--- config.mk ---
export PLATFORM = sky130hd
export DESIGN_NAME = sim_reset_break_status_flat
export DESIGN_NICKNAME = d
export VERILOG_FILES = /design/src/pkg/sys_pkg.sv /design/src/pkg/sys_link_if.sv /design/src/sim_reset_break_status.sv /design/src/flat_wrapper.sv
export SDC_FILE = /design/constraint.sdc
export NUM_CORES = 1
export LEC_CHECK = 0
export ABC_AREA = 1
export BUFFER_PORTS_ARGS = -buffer_cell sky130_fd_sc_hd__buf_2
export CORE_MARGIN = 3
export CORE_UTILIZATION = 50
export CTS_CLUSTER_SIZE = 30
export DETAILED_ROUTE_END_ITERATION = 8
export PLACE_DENSITY = 0.79
export SLEW_MARGIN = 20
export SYNTH_ARGS = -nofsm -noshare
export SYNTH_HDL_FRONTEND = slang
export SYNTH_SLANG_ARGS = --single-unit
--- constraint.sdc ---
create_clock -name clk -period 2.2 [get_ports clk]
set_input_delay 0.11 -clock clk [delete_from_list [all_inputs] [get_ports clk]]
set_output_delay 0.11 -clock clk [all_outputs]
set_load 0.005 [all_outputs]
--- src/pkg/sys_pkg.sv ---
package sys_pkg;
	// ------------------------------------------------------------------
	// Device register offsets on the link (16-bit address)
	// ------------------------------------------------------------------
	localparam logic [15:0] ADDR_BREAK_EXIT   = 16'hfe00; // Break exit status
	localparam logic [15:0] ADDR_RESET_CAUSE  = 16'hfe01; // Reset cause status
	localparam logic [15:0] ADDR_BREAK_CLEAR  = 16'hfe02; // Break clear control

	// ------------------------------------------------------------------
	// Field positions and reset values
	// ------------------------------------------------------------------
	localparam int          BIT_LP_EXIT      = 1;     // Break ended stop/wait
	localparam int          BIT_CLEAR_EN     = 7;     // Break clear enable
	localparam int          BIT_POR          = 7;     // Power-on cause
	localparam int          BIT_PIN          = 6;     // External pin cause
	localparam int          BIT_WDOG         = 5;     // Watchdog cause
	localparam int          BIT_BAD_OP       = 4;     // Bad opcode cause
	localparam int          BIT_BAD_FETCH    = 3;     // Bad fetch address cause
	localparam int          BIT_LOW_SUPPLY   = 1;     // Low supply cause
	localparam logic [7:0]  CAUSE_RESET_VAL  = 8'h80; // Power-on flag only
	localparam logic [7:0]  BYTE_ZERO        = 8'h00; // Cleared register

	// ------------------------------------------------------------------
	// Reset source lanes on the link
	// ------------------------------------------------------------------
	localparam int          SRC_PIN          = 0;
	localparam int          SRC_WDOG         = 1;
	localparam int          SRC_BAD_OP       = 2;
	localparam int          SRC_BAD_FETCH    = 3;
	localparam int          SRC_LOW_SUPPLY   = 4;
	localparam int          SRC_COUNT        = 5;

	// ------------------------------------------------------------------
	// Stop recovery timing, in reference clock cycles
	// ------------------------------------------------------------------
	localparam int          RECOV_FULL_XCLK  = 4096; // Normal recovery
	localparam int          RECOV_SHORT_XCLK = 32;   // Short recovery
	localparam int          CLK_PER_XCLK     = 1;    // Reference clock is clk
	localparam logic [11:0] RECOV_FULL_LAST  = 12'(RECOV_FULL_XCLK * CLK_PER_XCLK - 1);
	localparam logic [11:0] RECOV_SHORT_LAST = 12'(RECOV_SHORT_XCLK * CLK_PER_XCLK - 1);

	// ------------------------------------------------------------------
	// Controller AHB-Lite register byte offsets
	// ------------------------------------------------------------------
	localparam logic [3:0]  OFS_CTRL         = 4'h0; // Config
	localparam logic [3:0]  OFS_EVENT        = 4'h4; // Event strobes
	localparam logic [3:0]  OFS_ACCESS       = 4'h8; // Device register access
	localparam logic [3:0]  OFS_STATUS       = 4'hc; // Status
	localparam logic [31:0] WORD_ZERO        = 32'h0000_0000;

	// Power-mode state of the device
	typedef enum logic [1:0] {ST_RUN, ST_WAIT, ST_STOP, ST_RECOVER} lp_state_t;
endpackage : sys_pkg

--- src/pkg/sys_link_if.sv ---
interface sys_link_if;
	logic        reg_req;             // Register access strobe
	logic        reg_wr;              // Access is a write
	logic [15:0] reg_addr;            // Register address
	logic [7:0]  reg_wdata;           // Write data
	logic [7:0]  reg_rdata;           // Read data
	logic        reg_ack;             // Access done strobe
	logic        stop_enter;          // Stop instruction executed
	logic        wait_enter;          // Wait instruction executed
	logic        wake_req;            // Interrupt wake request
	logic        break_req;           // Break source request
	logic        break_end;           // Break routine returned
	logic [4:0]  rst_src;             // Reset source strobes
	logic        fetch_access;        // Bad address came from opcode fetch
	logic        short_stop_recovery; // Short recovery config
	logic        break_int;           // Break interrupt strobe
	logic        break_state;         // In break state
	logic        cpu_hold;            // CPU clocks held
	logic        recovering;          // Stop recovery running
	logic        flag_clear_allow;    // Peripheral flags clearable

	modport dev (
		input  reg_req, reg_wr, reg_addr, reg_wdata, stop_enter, wait_enter,
		input  wake_req, break_req, break_end, rst_src, fetch_access, short_stop_recovery,
		output reg_rdata, reg_ack, break_int, break_state, cpu_hold, recovering,
		output flag_clear_allow
	);
	modport ctl (
		output reg_req, reg_wr, reg_addr, reg_wdata, stop_enter, wait_enter,
		output wake_req, break_req, break_end, rst_src, fetch_access, short_stop_recovery,
		input  reg_rdata, reg_ack, break_int, break_state, cpu_hold, recovering,
		input  flag_clear_allow
	);
endinterface : sys_link_if

--- src/sim_reset_break_status.sv ---
module sim_reset_break_status
	import sys_pkg::*;
(
	input  wire logic clk,
	input  wire logic rst_b,
	sys_link_if.dev   link
);

	// ------------------------------------------------------------------
	// Declarations
	// ------------------------------------------------------------------
	lp_state_t   state;             // Power mode
	lp_state_t   next_state;        // Power mode next
	logic [11:0] sys_count;         // System counter
	logic [11:0] recov_last;        // Last count of recovery
	logic        recov_done;        // Recovery period over
	logic        break_pending;     // Break waits for recovery end
	logic        break_fire;        // Break interrupt this cycle
	logic        lp_break;          // Break ends stop or wait
	logic        next_break_state;  // Break state next
	logic        break_state_q;     // Break state
	logic        lp_exit_flag;      // Break lowpower exit flag
	logic        clear_enable;      // Break clear enable bit
	logic        next_clear_enable; // Clear enable next
	logic [7:0]  cause;             // Reset cause flags
	logic [7:0]  cause_set;         // New cause bits
	logic [4:0]  src_hit;           // Qualified reset sources
	logic        any_rst;           // Some reset source fired
	logic        rd_hit;            // Read strobe
	logic        wr_hit;            // Write strobe
	logic [7:0]  rd_mux;            // Read data select

	// ------------------------------------------------------------------
	// Reset sources
	// ------------------------------------------------------------------

	// Bad address counts only for opcode fetches
	always_comb begin
		src_hit                = link.rst_src;
		src_hit[SRC_BAD_FETCH] = link.rst_src[SRC_BAD_FETCH] & link.fetch_access;
		any_rst                = |src_hit;
	end

	// Map each source to its cause bit
	always_comb begin
		cause_set                 = BYTE_ZERO;
		cause_set[BIT_PIN]        = src_hit[SRC_PIN];
		cause_set[BIT_WDOG]       = src_hit[SRC_WDOG];
		cause_set[BIT_BAD_OP]     = src_hit[SRC_BAD_OP];
		cause_set[BIT_BAD_FETCH]  = src_hit[SRC_BAD_FETCH];
		cause_set[BIT_LOW_SUPPLY] = src_hit[SRC_LOW_SUPPLY];
	end

	// ------------------------------------------------------------------
	// Stop recovery timing
	// ------------------------------------------------------------------

	// Recovery length from config bit; crystal users keep it clear
	always_comb begin
		recov_last = link.short_stop_recovery ? RECOV_SHORT_LAST : RECOV_FULL_LAST;
		recov_done = (state == ST_RECOVER) && (sys_count == recov_last);
	end

	// System counter: held at zero in stop, cleared at recovery end, free running elsewhere
	always_ff @(posedge clk) begin
		if (!rst_b) begin
			sys_count <= 12'h000;
		end else if (next_state == ST_STOP || state == ST_STOP) begin
			sys_count <= 12'h000;
		end else if (recov_done) begin
			sys_count <= 12'h000;
		end else begin
			sys_count <= sys_count + 12'h001;
		end
	end

	// ------------------------------------------------------------------
	// Power mode sequencing
	// ------------------------------------------------------------------

	// Break wakes stop or wait
	always_comb begin
		lp_break = link.break_req && ((state == ST_WAIT) || (state == ST_STOP));
	end

	// Break interrupt in run or wait, or at end of a stop recovery
	always_comb begin
		break_fire = (!break_state_q && link.break_req
		             && ((state == ST_RUN) || (state == ST_WAIT)))
		           || (recov_done && (break_pending || link.break_req));
	end

	// Next power mode
	always_comb begin
		next_state = state;
		unique case (state)
			ST_RUN: begin
				// Break beats a stop or wait in the same cycle
				if (break_fire) begin
					next_state = ST_RUN;
				end else if (link.stop_enter) begin
					next_state = ST_STOP;
				end else if (link.wait_enter) begin
					next_state = ST_WAIT;
				end
			end
			ST_WAIT: begin
				if (link.wake_req || link.break_req) begin
					next_state = ST_RUN;
				end
			end
			ST_STOP: begin
				if (link.wake_req || link.break_req) begin
					next_state = ST_RECOVER;
				end
			end
			ST_RECOVER: begin
				if (recov_done) begin
					next_state = ST_RUN;
				end
			end
		endcase
		if (any_rst) begin
			next_state = ST_RUN;
		end
	end

	// Mode register and its status outputs
	always_ff @(posedge clk) begin
		if (!rst_b) begin
			state           <= ST_RUN;
			link.cpu_hold   <= 1'b0;
			link.recovering <= 1'b0;
		end else begin
			state           <= next_state;
			link.cpu_hold   <= (next_state != ST_RUN);
			link.recovering <= (next_state == ST_RECOVER);
		end
	end

	// ------------------------------------------------------------------
	// Break state
	// ------------------------------------------------------------------

	// Break held until return or reset
	always_comb begin
		next_break_state = break_state_q;
		if (any_rst || link.break_end) begin
			next_break_state = 1'b0;
		end
		if (break_fire && !any_rst) begin
			next_break_state = 1'b1;
		end
	end

	// Break taken in stop waits for recovery to finish
	always_ff @(posedge clk) begin
		if (!rst_b || any_rst) begin
			break_pending <= 1'b0;
		end else if (recov_done) begin
			break_pending <= 1'b0;
		end else if (link.break_req && (state == ST_STOP || state == ST_RECOVER)) begin
			break_pending <= 1'b1;
		end
	end

	// Break strobe and state outputs
	always_ff @(posedge clk) begin
		if (!rst_b) begin
			break_state_q    <= 1'b0;
			link.break_state <= 1'b0;
			link.break_int   <= 1'b0;
		end else begin
			break_state_q    <= next_break_state;
			link.break_state <= next_break_state;
			link.break_int   <= break_fire && !any_rst;
		end
	end

	// ------------------------------------------------------------------
	// Register access
	// ------------------------------------------------------------------

	// Access strobes
	always_comb begin
		rd_hit = link.reg_req && !link.reg_wr;
		wr_hit = link.reg_req && link.reg_wr;
	end

	// Read data select; unmapped reads zero
	always_comb begin
		rd_mux = BYTE_ZERO;
		if (link.reg_addr == ADDR_BREAK_EXIT) begin
			rd_mux[BIT_LP_EXIT] = lp_exit_flag;
		end else if (link.reg_addr == ADDR_RESET_CAUSE) begin
			rd_mux = cause;
		end else if (link.reg_addr == ADDR_BREAK_CLEAR) begin
			rd_mux[BIT_CLEAR_EN] = clear_enable;
		end
	end

	// Read data and done strobe one cycle after request
	always_ff @(posedge clk) begin
		if (!rst_b) begin
			link.reg_rdata <= BYTE_ZERO;
			link.reg_ack   <= 1'b0;
		end else begin
			link.reg_ack <= link.reg_req;
			if (rd_hit) begin
				link.reg_rdata <= rd_mux;
			end
		end
	end

	// Break lowpower exit flag; set wins over the zero write
	always_ff @(posedge clk) begin
		if (!rst_b || any_rst) begin
			lp_exit_flag <= 1'b0;
		end else if (lp_break) begin
			lp_exit_flag <= 1'b1;
		end else if (wr_hit && link.reg_addr == ADDR_BREAK_EXIT
		             && !link.reg_wdata[BIT_LP_EXIT]) begin
			lp_exit_flag <= 1'b0;
		end
	end

	// Reset cause flags; new cause wins over read clear
	always_ff @(posedge clk) begin
		if (!rst_b) begin
			cause <= CAUSE_RESET_VAL;
		end else if (rd_hit && link.reg_addr == ADDR_RESET_CAUSE) begin
			cause <= cause_set;
		end else begin
			cause <= cause | cause_set;
		end
	end

	// Break clear enable next value
	always_comb begin
		next_clear_enable = clear_enable;
		if (any_rst) begin
			next_clear_enable = 1'b0;
		end else if (wr_hit && link.reg_addr == ADDR_BREAK_CLEAR) begin
			next_clear_enable = link.reg_wdata[BIT_CLEAR_EN];
		end
	end

	// Clear enable and peripheral flag protection output
	always_ff @(posedge clk) begin
		if (!rst_b) begin
			clear_enable          <= 1'b0;
			link.flag_clear_allow <= 1'b1;
		end else begin
			clear_enable          <= next_clear_enable;
			link.flag_clear_allow <= !next_break_state || next_clear_enable;
		end
	end

endmodule : sim_reset_break_status

--- src/flat_wrapper.sv ---
// flat-port wrapper written by rule: the top's interface ports become plain ports
module sim_reset_break_status_flat import sys_pkg::*;
  (clk, rst_b, link_reg_req, link_reg_wr, link_reg_addr, link_reg_wdata, link_stop_enter, link_wait_enter, link_wake_req, link_break_req, link_break_end, link_rst_src, link_fetch_access, link_short_stop_recovery, link_reg_rdata, link_reg_ack, link_break_int, link_break_state, link_cpu_hold, link_recovering, link_flag_clear_allow);
  sys_link_if link_i ();
  input  wire logic clk;
  input  wire logic rst_b;
  input wire logic [$bits(link_i.reg_req)-1:0] link_reg_req;
  input wire logic [$bits(link_i.reg_wr)-1:0] link_reg_wr;
  input wire logic [$bits(link_i.reg_addr)-1:0] link_reg_addr;
  input wire logic [$bits(link_i.reg_wdata)-1:0] link_reg_wdata;
  input wire logic [$bits(link_i.stop_enter)-1:0] link_stop_enter;
  input wire logic [$bits(link_i.wait_enter)-1:0] link_wait_enter;
  input wire logic [$bits(link_i.wake_req)-1:0] link_wake_req;
  input wire logic [$bits(link_i.break_req)-1:0] link_break_req;
  input wire logic [$bits(link_i.break_end)-1:0] link_break_end;
  input wire logic [$bits(link_i.rst_src)-1:0] link_rst_src;
  input wire logic [$bits(link_i.fetch_access)-1:0] link_fetch_access;
  input wire logic [$bits(link_i.short_stop_recovery)-1:0] link_short_stop_recovery;
  output wire logic [$bits(link_i.reg_rdata)-1:0] link_reg_rdata;
  output wire logic [$bits(link_i.reg_ack)-1:0] link_reg_ack;
  output wire logic [$bits(link_i.break_int)-1:0] link_break_int;
  output wire logic [$bits(link_i.break_state)-1:0] link_break_state;
  output wire logic [$bits(link_i.cpu_hold)-1:0] link_cpu_hold;
  output wire logic [$bits(link_i.recovering)-1:0] link_recovering;
  output wire logic [$bits(link_i.flag_clear_allow)-1:0] link_flag_clear_allow;
  assign link_i.reg_req = link_reg_req;
  assign link_i.reg_wr = link_reg_wr;
  assign link_i.reg_addr = link_reg_addr;
  assign link_i.reg_wdata = link_reg_wdata;
  assign link_i.stop_enter = link_stop_enter;
  assign link_i.wait_enter = link_wait_enter;
  assign link_i.wake_req = link_wake_req;
  assign link_i.break_req = link_break_req;
  assign link_i.break_end = link_break_end;
  assign link_i.rst_src = link_rst_src;
  assign link_i.fetch_access = link_fetch_access;
  assign link_i.short_stop_recovery = link_short_stop_recovery;
  assign link_reg_rdata = link_i.reg_rdata;
  assign link_reg_ack = link_i.reg_ack;
  assign link_break_int = link_i.break_int;
  assign link_break_state = link_i.break_state;
  assign link_cpu_hold = link_i.cpu_hold;
  assign link_recovering = link_i.recovering;
  assign link_flag_clear_allow = link_i.flag_clear_allow;
  sim_reset_break_status u_core (.clk(clk), .rst_b(rst_b), .link(link_i));
endmodule
== After elaboration in Yosys (flattened, before gate mapping) ==
Cells that the tools add are included.

* Bits in registers: 39
* Bits of input ports: 40
* Output and inout port bits: 14
* Word-level logic and storage cells: 85

* Add/sub/neg operators: 1
* Equal/unequal tests: 9
* Muxes and demuxes: 22
* Bitwise gates (word level): 3
* Reductions and logical operators: 36

{| class="wikitable"
|+ Operator list
! kind !! count
|-
| equality test 16 bit (second input constant) || 3
|-
| 2-to-1 mux 2 bit || 7
|-
| logical AND 1 bit || 13
|-
| adder 12 x 1 -> 12 bit (second input constant) || 1
|-
| equality test 12 bit || 1
|-
| 2-to-1 mux 12 bit || 1
|-
| logical OR 1 bit || 10
|-
| 2-to-1 mux 1 bit || 10
|-
| equality test 2 bit (second input constant) || 4
|-
| 2-to-1 mux 8 bit || 1
|-
| bitwise OR 8 x 7 -> 8 bit || 1
|-
| case mux 2 bit (4 select lines) || 1
|-
| 2-to-1 mux 7 bit || 1
|-
| zero test 1 bit || 6
|-
| 2-to-1 mux 6 bit || 1
|-
| OR reduction 5 bit || 1
|-
| nonzero test 2 bit || 2
|-
| OR reduction 2 bit || 2
|-
| OR reduction 3 bit || 1
|-
| equality test 2 x 1 -> 1 bit (second input constant) || 1
|-
| zero test 2 bit || 1
|-
| bitwise AND 1 bit || 1
|-
| NOT 1 bit || 1
|}

== Logic depth before layout (Yosys ltp) ==
* Word-level depth: 11
* Gate-level depth with buffers: 14
* Gate-level depth less buffers: 13

== Worst setup path after synthesis ==
Ideal clock, no wire load.

* Path kind: register to register
* From: reg u_core.sys_count[0]
* To: reg u_core.sys_count[6]
* Setup time: 117 ps
* Arrival time: 1531 ps
* Data required time: 2083 ps
* Setup slack: 553 ps
* Cell stages (with the launch flop): 14
* Buffers on the path: 1
* Period minus slack after synthesis: 1647 ps
* Path through: dfxtp_1 > ha_1 > nand2_1 > nor2_1 > inv_1 > nor2_4 > nand3_2 > nand2_2 > nand3_1 > nand2_1 > nand2_2 > o21bai_4 > buf_8 > nor2_2

* Longest elaborated chain between the ends: 10
* Elaborated cells on any way between the ends: 12
* Those cells by class: add/sub (1); eq/ne (2); mux (4); reduce/logical (5)

{| class="wikitable"
|+ RTL lines
! what !! RTL line !! source
|-
| start: declaration || sim_reset_break_status.sv:14 || <nowiki>logic [11:0] sys_count;</nowiki>
|-
| start signal: assignment || sim_reset_break_status.sv:73 || <nowiki>sys_count <= sys_count + 12'h001;</nowiki>
|-
| equality test 12 bit || sim_reset_break_status.sv:61 || <nowiki>recov_done = (state == ST_RECOVER) && (sys_count == recov_last);</nowiki>
|-
| logical AND 1 bit || sim_reset_break_status.sv:61 ||
|-
| logical AND 1 bit || sim_reset_break_status.sv:90 || <nowiki>|| (recov_done && (break_pending || link.break_req));</nowiki>
|-
| logical OR 1 bit || sim_reset_break_status.sv:90 ||
|-
| 2-to-1 mux 2 bit || sim_reset_break_status.sv:99 || <nowiki>if (break_fire) begin</nowiki>
|-
| case mux 2 bit (4 select lines) || sim_reset_break_status.sv:96 || <nowiki>unique case (state)</nowiki>
|-
| 2-to-1 mux 2 bit || sim_reset_break_status.sv:123 || <nowiki>if (any_rst) begin</nowiki>
|-
| equality test 2 bit || sim_reset_break_status.sv:68 || <nowiki>end else if (next_state == ST_STOP || state == ST_STOP) begin</nowiki>
|-
| logical OR 1 bit || sim_reset_break_status.sv:68 ||
|-
| OR reduction 3 bit (no source line) || - ||
|}

Parallel ways exist; a longest one is shown, timed or not.
A chain may end at the register's enable or synchronous reset.

== Final worst setup path ==
* From: reg u_core.sys_count[0]
* To: reg u_core.sys_count[0]

The elaborated chain is that of the path after synthesis.

==> Flow_metrics.wiki <==
{| class="wikitable"
! Metric !! Value
|-
| Path class of the lowest-slack min-delay path || in2reg
|-
| Vertical die dimension || approximately 64 µm
|-
| Number of standard cells after synthesis || approximately 220
|-
| Post-synthesis sequential element count || 35
|-
| Detailed-route vias per instance || about 4.7
|-
| Global-route wire length before repair || around 5700 µm
|-
| R2R setup slack || 0.30 ns
|-
| Overall fraction of global-route tracks in use || 0.182
|-
| Clock edge transition at the registers on the reported setup and hold paths || ~0.12 ns
|-
| Post-synthesis compound-gate area fraction || 0.0996
|-
| Setup-violating endpoint count in the final report || 0
|-
| Post-route DRC || 0
|-
| WS Path Type || reg2reg
|-
| Count of warnings emitted by yosys || 0
|-
| Bufs on Longest Clock Path || 2
|-
| Post-Synthesis Cell Area || 0.00170 mm²
|-
| P_int || roughly 0.00094 W
|-
| Worst path required time || roughly 2.4 ns
|-
| Aggregate negative setup slack || 0 ns
|-
| Clock Skew || between 0.009 and 0.01 ns
|-
| Count of distinct cell types in the synthesized netlist || 31
|-
| Clock root buffer || sky130_fd_sc_hd__clkbuf_4
|-
| Top flip-flop cell by instance count after synthesis || sky130_fd_sc_hd__dfxtp_1
|-
| Final number of hold-violating endpoints || 0
|-
| TritonCTS Buffers || 5
|-
| Grt total ovfl || 0
|-
| Seq/Total Area, Yosys || 0.413
|-
| P_sw || between 0.0002 and 0.0003 W
|-
| Time the worst path needs with I/O delays and setup || between 1.5 and 2 ns
|-
| Total I/O pin count || 54
|-
| Setup WS post-layout || roughly 0.30 ns
|-
| Clock tree from TritonCTS || yes
|-
| Core ar. || about 0.0032 mm²
|-
| Number of rows created at floorplan || 20
|-
| First drt pass iteration count || 4
|-
| RSZ-0062 raised after global routing || no
|-
| Place WS || between 0.2 and 0.3 ns
|-
| Mux share of post-synthesis cell area || 0
|-
| Outcome || finished clean
|-
| Leakage dissipation || 0.934 nW
|-
| Switching power as a share of total power || 0.240
|-
| Max Clock Freq || 525 MHz
|-
| Average cell area after synthesis || about 7.7 µm²
|-
| WL per Instance || between 10 and 15 µm
|-
| Clock Sinks || 35
|-
| Proportion of power drawn by combinational gates || 0.085
|-
| Critical path, cell by cell || ha_1 -> nand2_1 -> nor2_1 -> inv_1 -> nor2_4 -> nand3_2 -> nand2_2 -> nand3_1 -> nand2_1 -> nand2_2 -> o21bai_4 -> nor2_1
|-
| Via count of the first global-routing pass || around 1,400
|-
| Max stage delay on crit path || 0.40 ns
|-
| Share of synthesized registers carrying an async set or reset || 0
|-
| Sequential cell fraction of total power || 0.529
|-
| Critical-path top delay cell || sky130_fd_sc_hd__o21bai_4
|-
| Total half-perimeter wirelength after legalization and detailed placement || ~2600 µm
|-
| Most area-hungry cell type in the Yosys netlist || sky130_fd_sc_hd__dfxtp_1
|-
| Starting density of the core || 0.538
|-
| CP Launch Type || flop
|-
| Power density over the cells || 591 mW/mm²
|-
| Area contributors post-synth || sky130_fd_sc_hd__dfxtp_1 (41%), sky130_fd_sc_hd__nand2_1 (8.6%), sky130_fd_sc_hd__inv_1 (6.2%)
|-
| Number of antenna violations at the first check in global routing || 0
|-
| Initial drt markers || 104
|-
| Number of antenna cells inserted || 0
|-
| Crit-path max FO || 12
|-
| Fraction of the mapped netlist area in simple logic gates || 0.305
|-
| PostCTS Resize Cnt || 0
|-
| Worst path arrival time || 2.13 ns
|-
| Worst setup EP type || flop
|-
| Top cells by count, synth || sky130_fd_sc_hd__nand2_1 (39), sky130_fd_sc_hd__dfxtp_1 (35), sky130_fd_sc_hd__inv_1 (28)
|-
| Layout cell share with drive strength beyond 1 || 0.288
|-
| Layout net count || roughly 320
|-
| Die Outline Area || 0.00413 mm²
|-
| Floorplan die width || ~64 µm
|-
| Clk_lat worst skew || 0.34 ns
|-
| Fraction of the mapped netlist area in adder cells || 0.0443
|-
| Count of input and output buffers || 45
|-
| Parity-gate share of the synthesized area counting xor and xnor cells || 0.0517
|-
| Worst Hold Slack || approximately 0.022 ns
|-
| Most used standard cell by instance count after synthesis || sky130_fd_sc_hd__nand2_1
|-
| Final-report max-slew violation count || 0
|-
| Post-synthesis to final-layout area growth || 23.7%
|-
| Number of synthesized flops with an enable pin || 0
|-
| Setup bufs post-CTS || 0
|-
| Power share of the clock group || 0.386
|-
| Number of maximum-capacitance violations || 0
|-
| Antenna viol nets, final || 0
|-
| Synth top area share || 0.413
|-
| Final wirelength || around 3500 µm
|-
| Pin count of the biggest net entering global routing || 14
|-
| Number of H-tree levels || 2
|-
| Final RePlAce weighted congestion || between 0.8 and 0.9
|-
| Total power draw || between 0.001 and 0.0015 W
|-
| Cell class contributing the biggest share of worst-path delay || simple AND/OR/NAND/NOR gates
|-
| VDD IR max || between 0.0004 and 0.0005 V
|-
| Largest family of logic cells by synthesized area || simple AND/OR/NAND/NOR gates
|-
| Via Count || 1,528
|-
| Period utilisation layout || 0.866
|-
| Buffer and inverter count on the worst path || 1
|}
-- logic make-up after synthesis --
| group | after synthesis |
|---|---|
| other | 1 |
| buffers and inverters | 33 |
| adder cells (fa/ha/maj) | 6 |
| AND/OR/NAND/NOR | 109 |
| AO/OA/AOI/OAI | 27 |
| XOR/XNOR | 10 |
| flip-flops | 35 |
-- final cells by class --
type                            instances  area (µm²)
Sequential cell                        35         701
Clock buffer                            5        37.5
Inverter                               29         109
Clock inverter                          3        46.3
Multi-Input combinational cell        154         856
Tap cell                               44        55.1
Timing Repair Buffer                   52         293
Fill cell                             285        1060
-- registers in the layout, indices dropped and copies added, names as in the netlist, 2 cells and up --
register and cells:
u_core.sys_count 12, u_core.cause 6, u_core.link.reg_rdata 6, u_core.state 2
-- final timing paths --
kind                       start             endpoint  cells past startpoint
max          u_core.sys_count[0]  u_core.sys_count[0]                     12
min            link_fetch_access      u_core.cause[3]                      3
max reg2reg  u_core.sys_count[0]  u_core.sys_count[0]                     12
min reg2reg  u_core.sys_count[0]  u_core.sys_count[0]                      1
-- metrics by stage --
step,area (µm²),std cells,util
floorplan,1700,222,-
global placement,1950,308,0.619
detailed placement,1950,308,0.619
CTS,2080,320,0.659
global route,2100,322,0.665
finish,2100,322,0.665
-- cells in the final DEF (no fill, tap or decap), types with 4 or more instances in the layout --
cell type / n
sky130_fd_sc_hd__buf_2: 45
sky130_fd_sc_hd__nand2_1: 39
sky130_fd_sc_hd__dfxtp_1: 35
sky130_fd_sc_hd__inv_1: 28
sky130_fd_sc_hd__nor2_1: 25
sky130_fd_sc_hd__a21oi_1: 14
sky130_fd_sc_hd__nor2_2: 12
sky130_fd_sc_hd__nand3_1: 11
sky130_fd_sc_hd__nand2_2: 6
sky130_fd_sc_hd__xor2_1: 6
sky130_fd_sc_hd__ha_1: 6
sky130_fd_sc_hd__dlygate4sd3_1: 6
sky130_fd_sc_hd__o21ai_0: 5
sky130_fd_sc_hd__clkbuf_4: 5
sky130_fd_sc_hd__nand4_1: 4
sky130_fd_sc_hd__nor3_1: 4
sky130_fd_sc_hd__xnor2_1: 4
-- tightest hold or removal path: cells and delay by family --
| family | cells | cell delay [ns] |
|---|---|---|
| AO/OA/AOI/OAI | 1 | 0.06 |
| AND/OR/NAND/NOR | 1 | 0.06 |
| buffers and inverters | 1 | 0.10 |
-- power groups by stage --
stage | combinational (W) | sequential [W] | clock, W
4_1_cts | 0.000103 | 0.000656 | 0.000488
3_3_place_gp | 0.0000942 | 0.000669 | 0
3_5_place_dp | 0.0000968 | 0.000670 | 0
2_1_floorplan | 0.0000561 | 0.000669 | 0
5_1_grt | 0.000120 | 0.000658 | 0.000522
6_report | 0.000105 | 0.000656 | 0.000478
-- metal layers --
layer,share of wire,global-route usage,vias to the layer above
met4,0.011,0.0554,0
met2,0.47,0.299,55
met1,0.45,0.226,655
li1,-,-,813
met3,0.065,0.0580,5
met5,0,0,-
-- what timing repair did --
action                     CTS  global route
hold buffers                 4             2
setup endpoints to repair    0             0
hold endpoints to repair     4             2
Note: power is estimated with default switching activity, not from simulation.
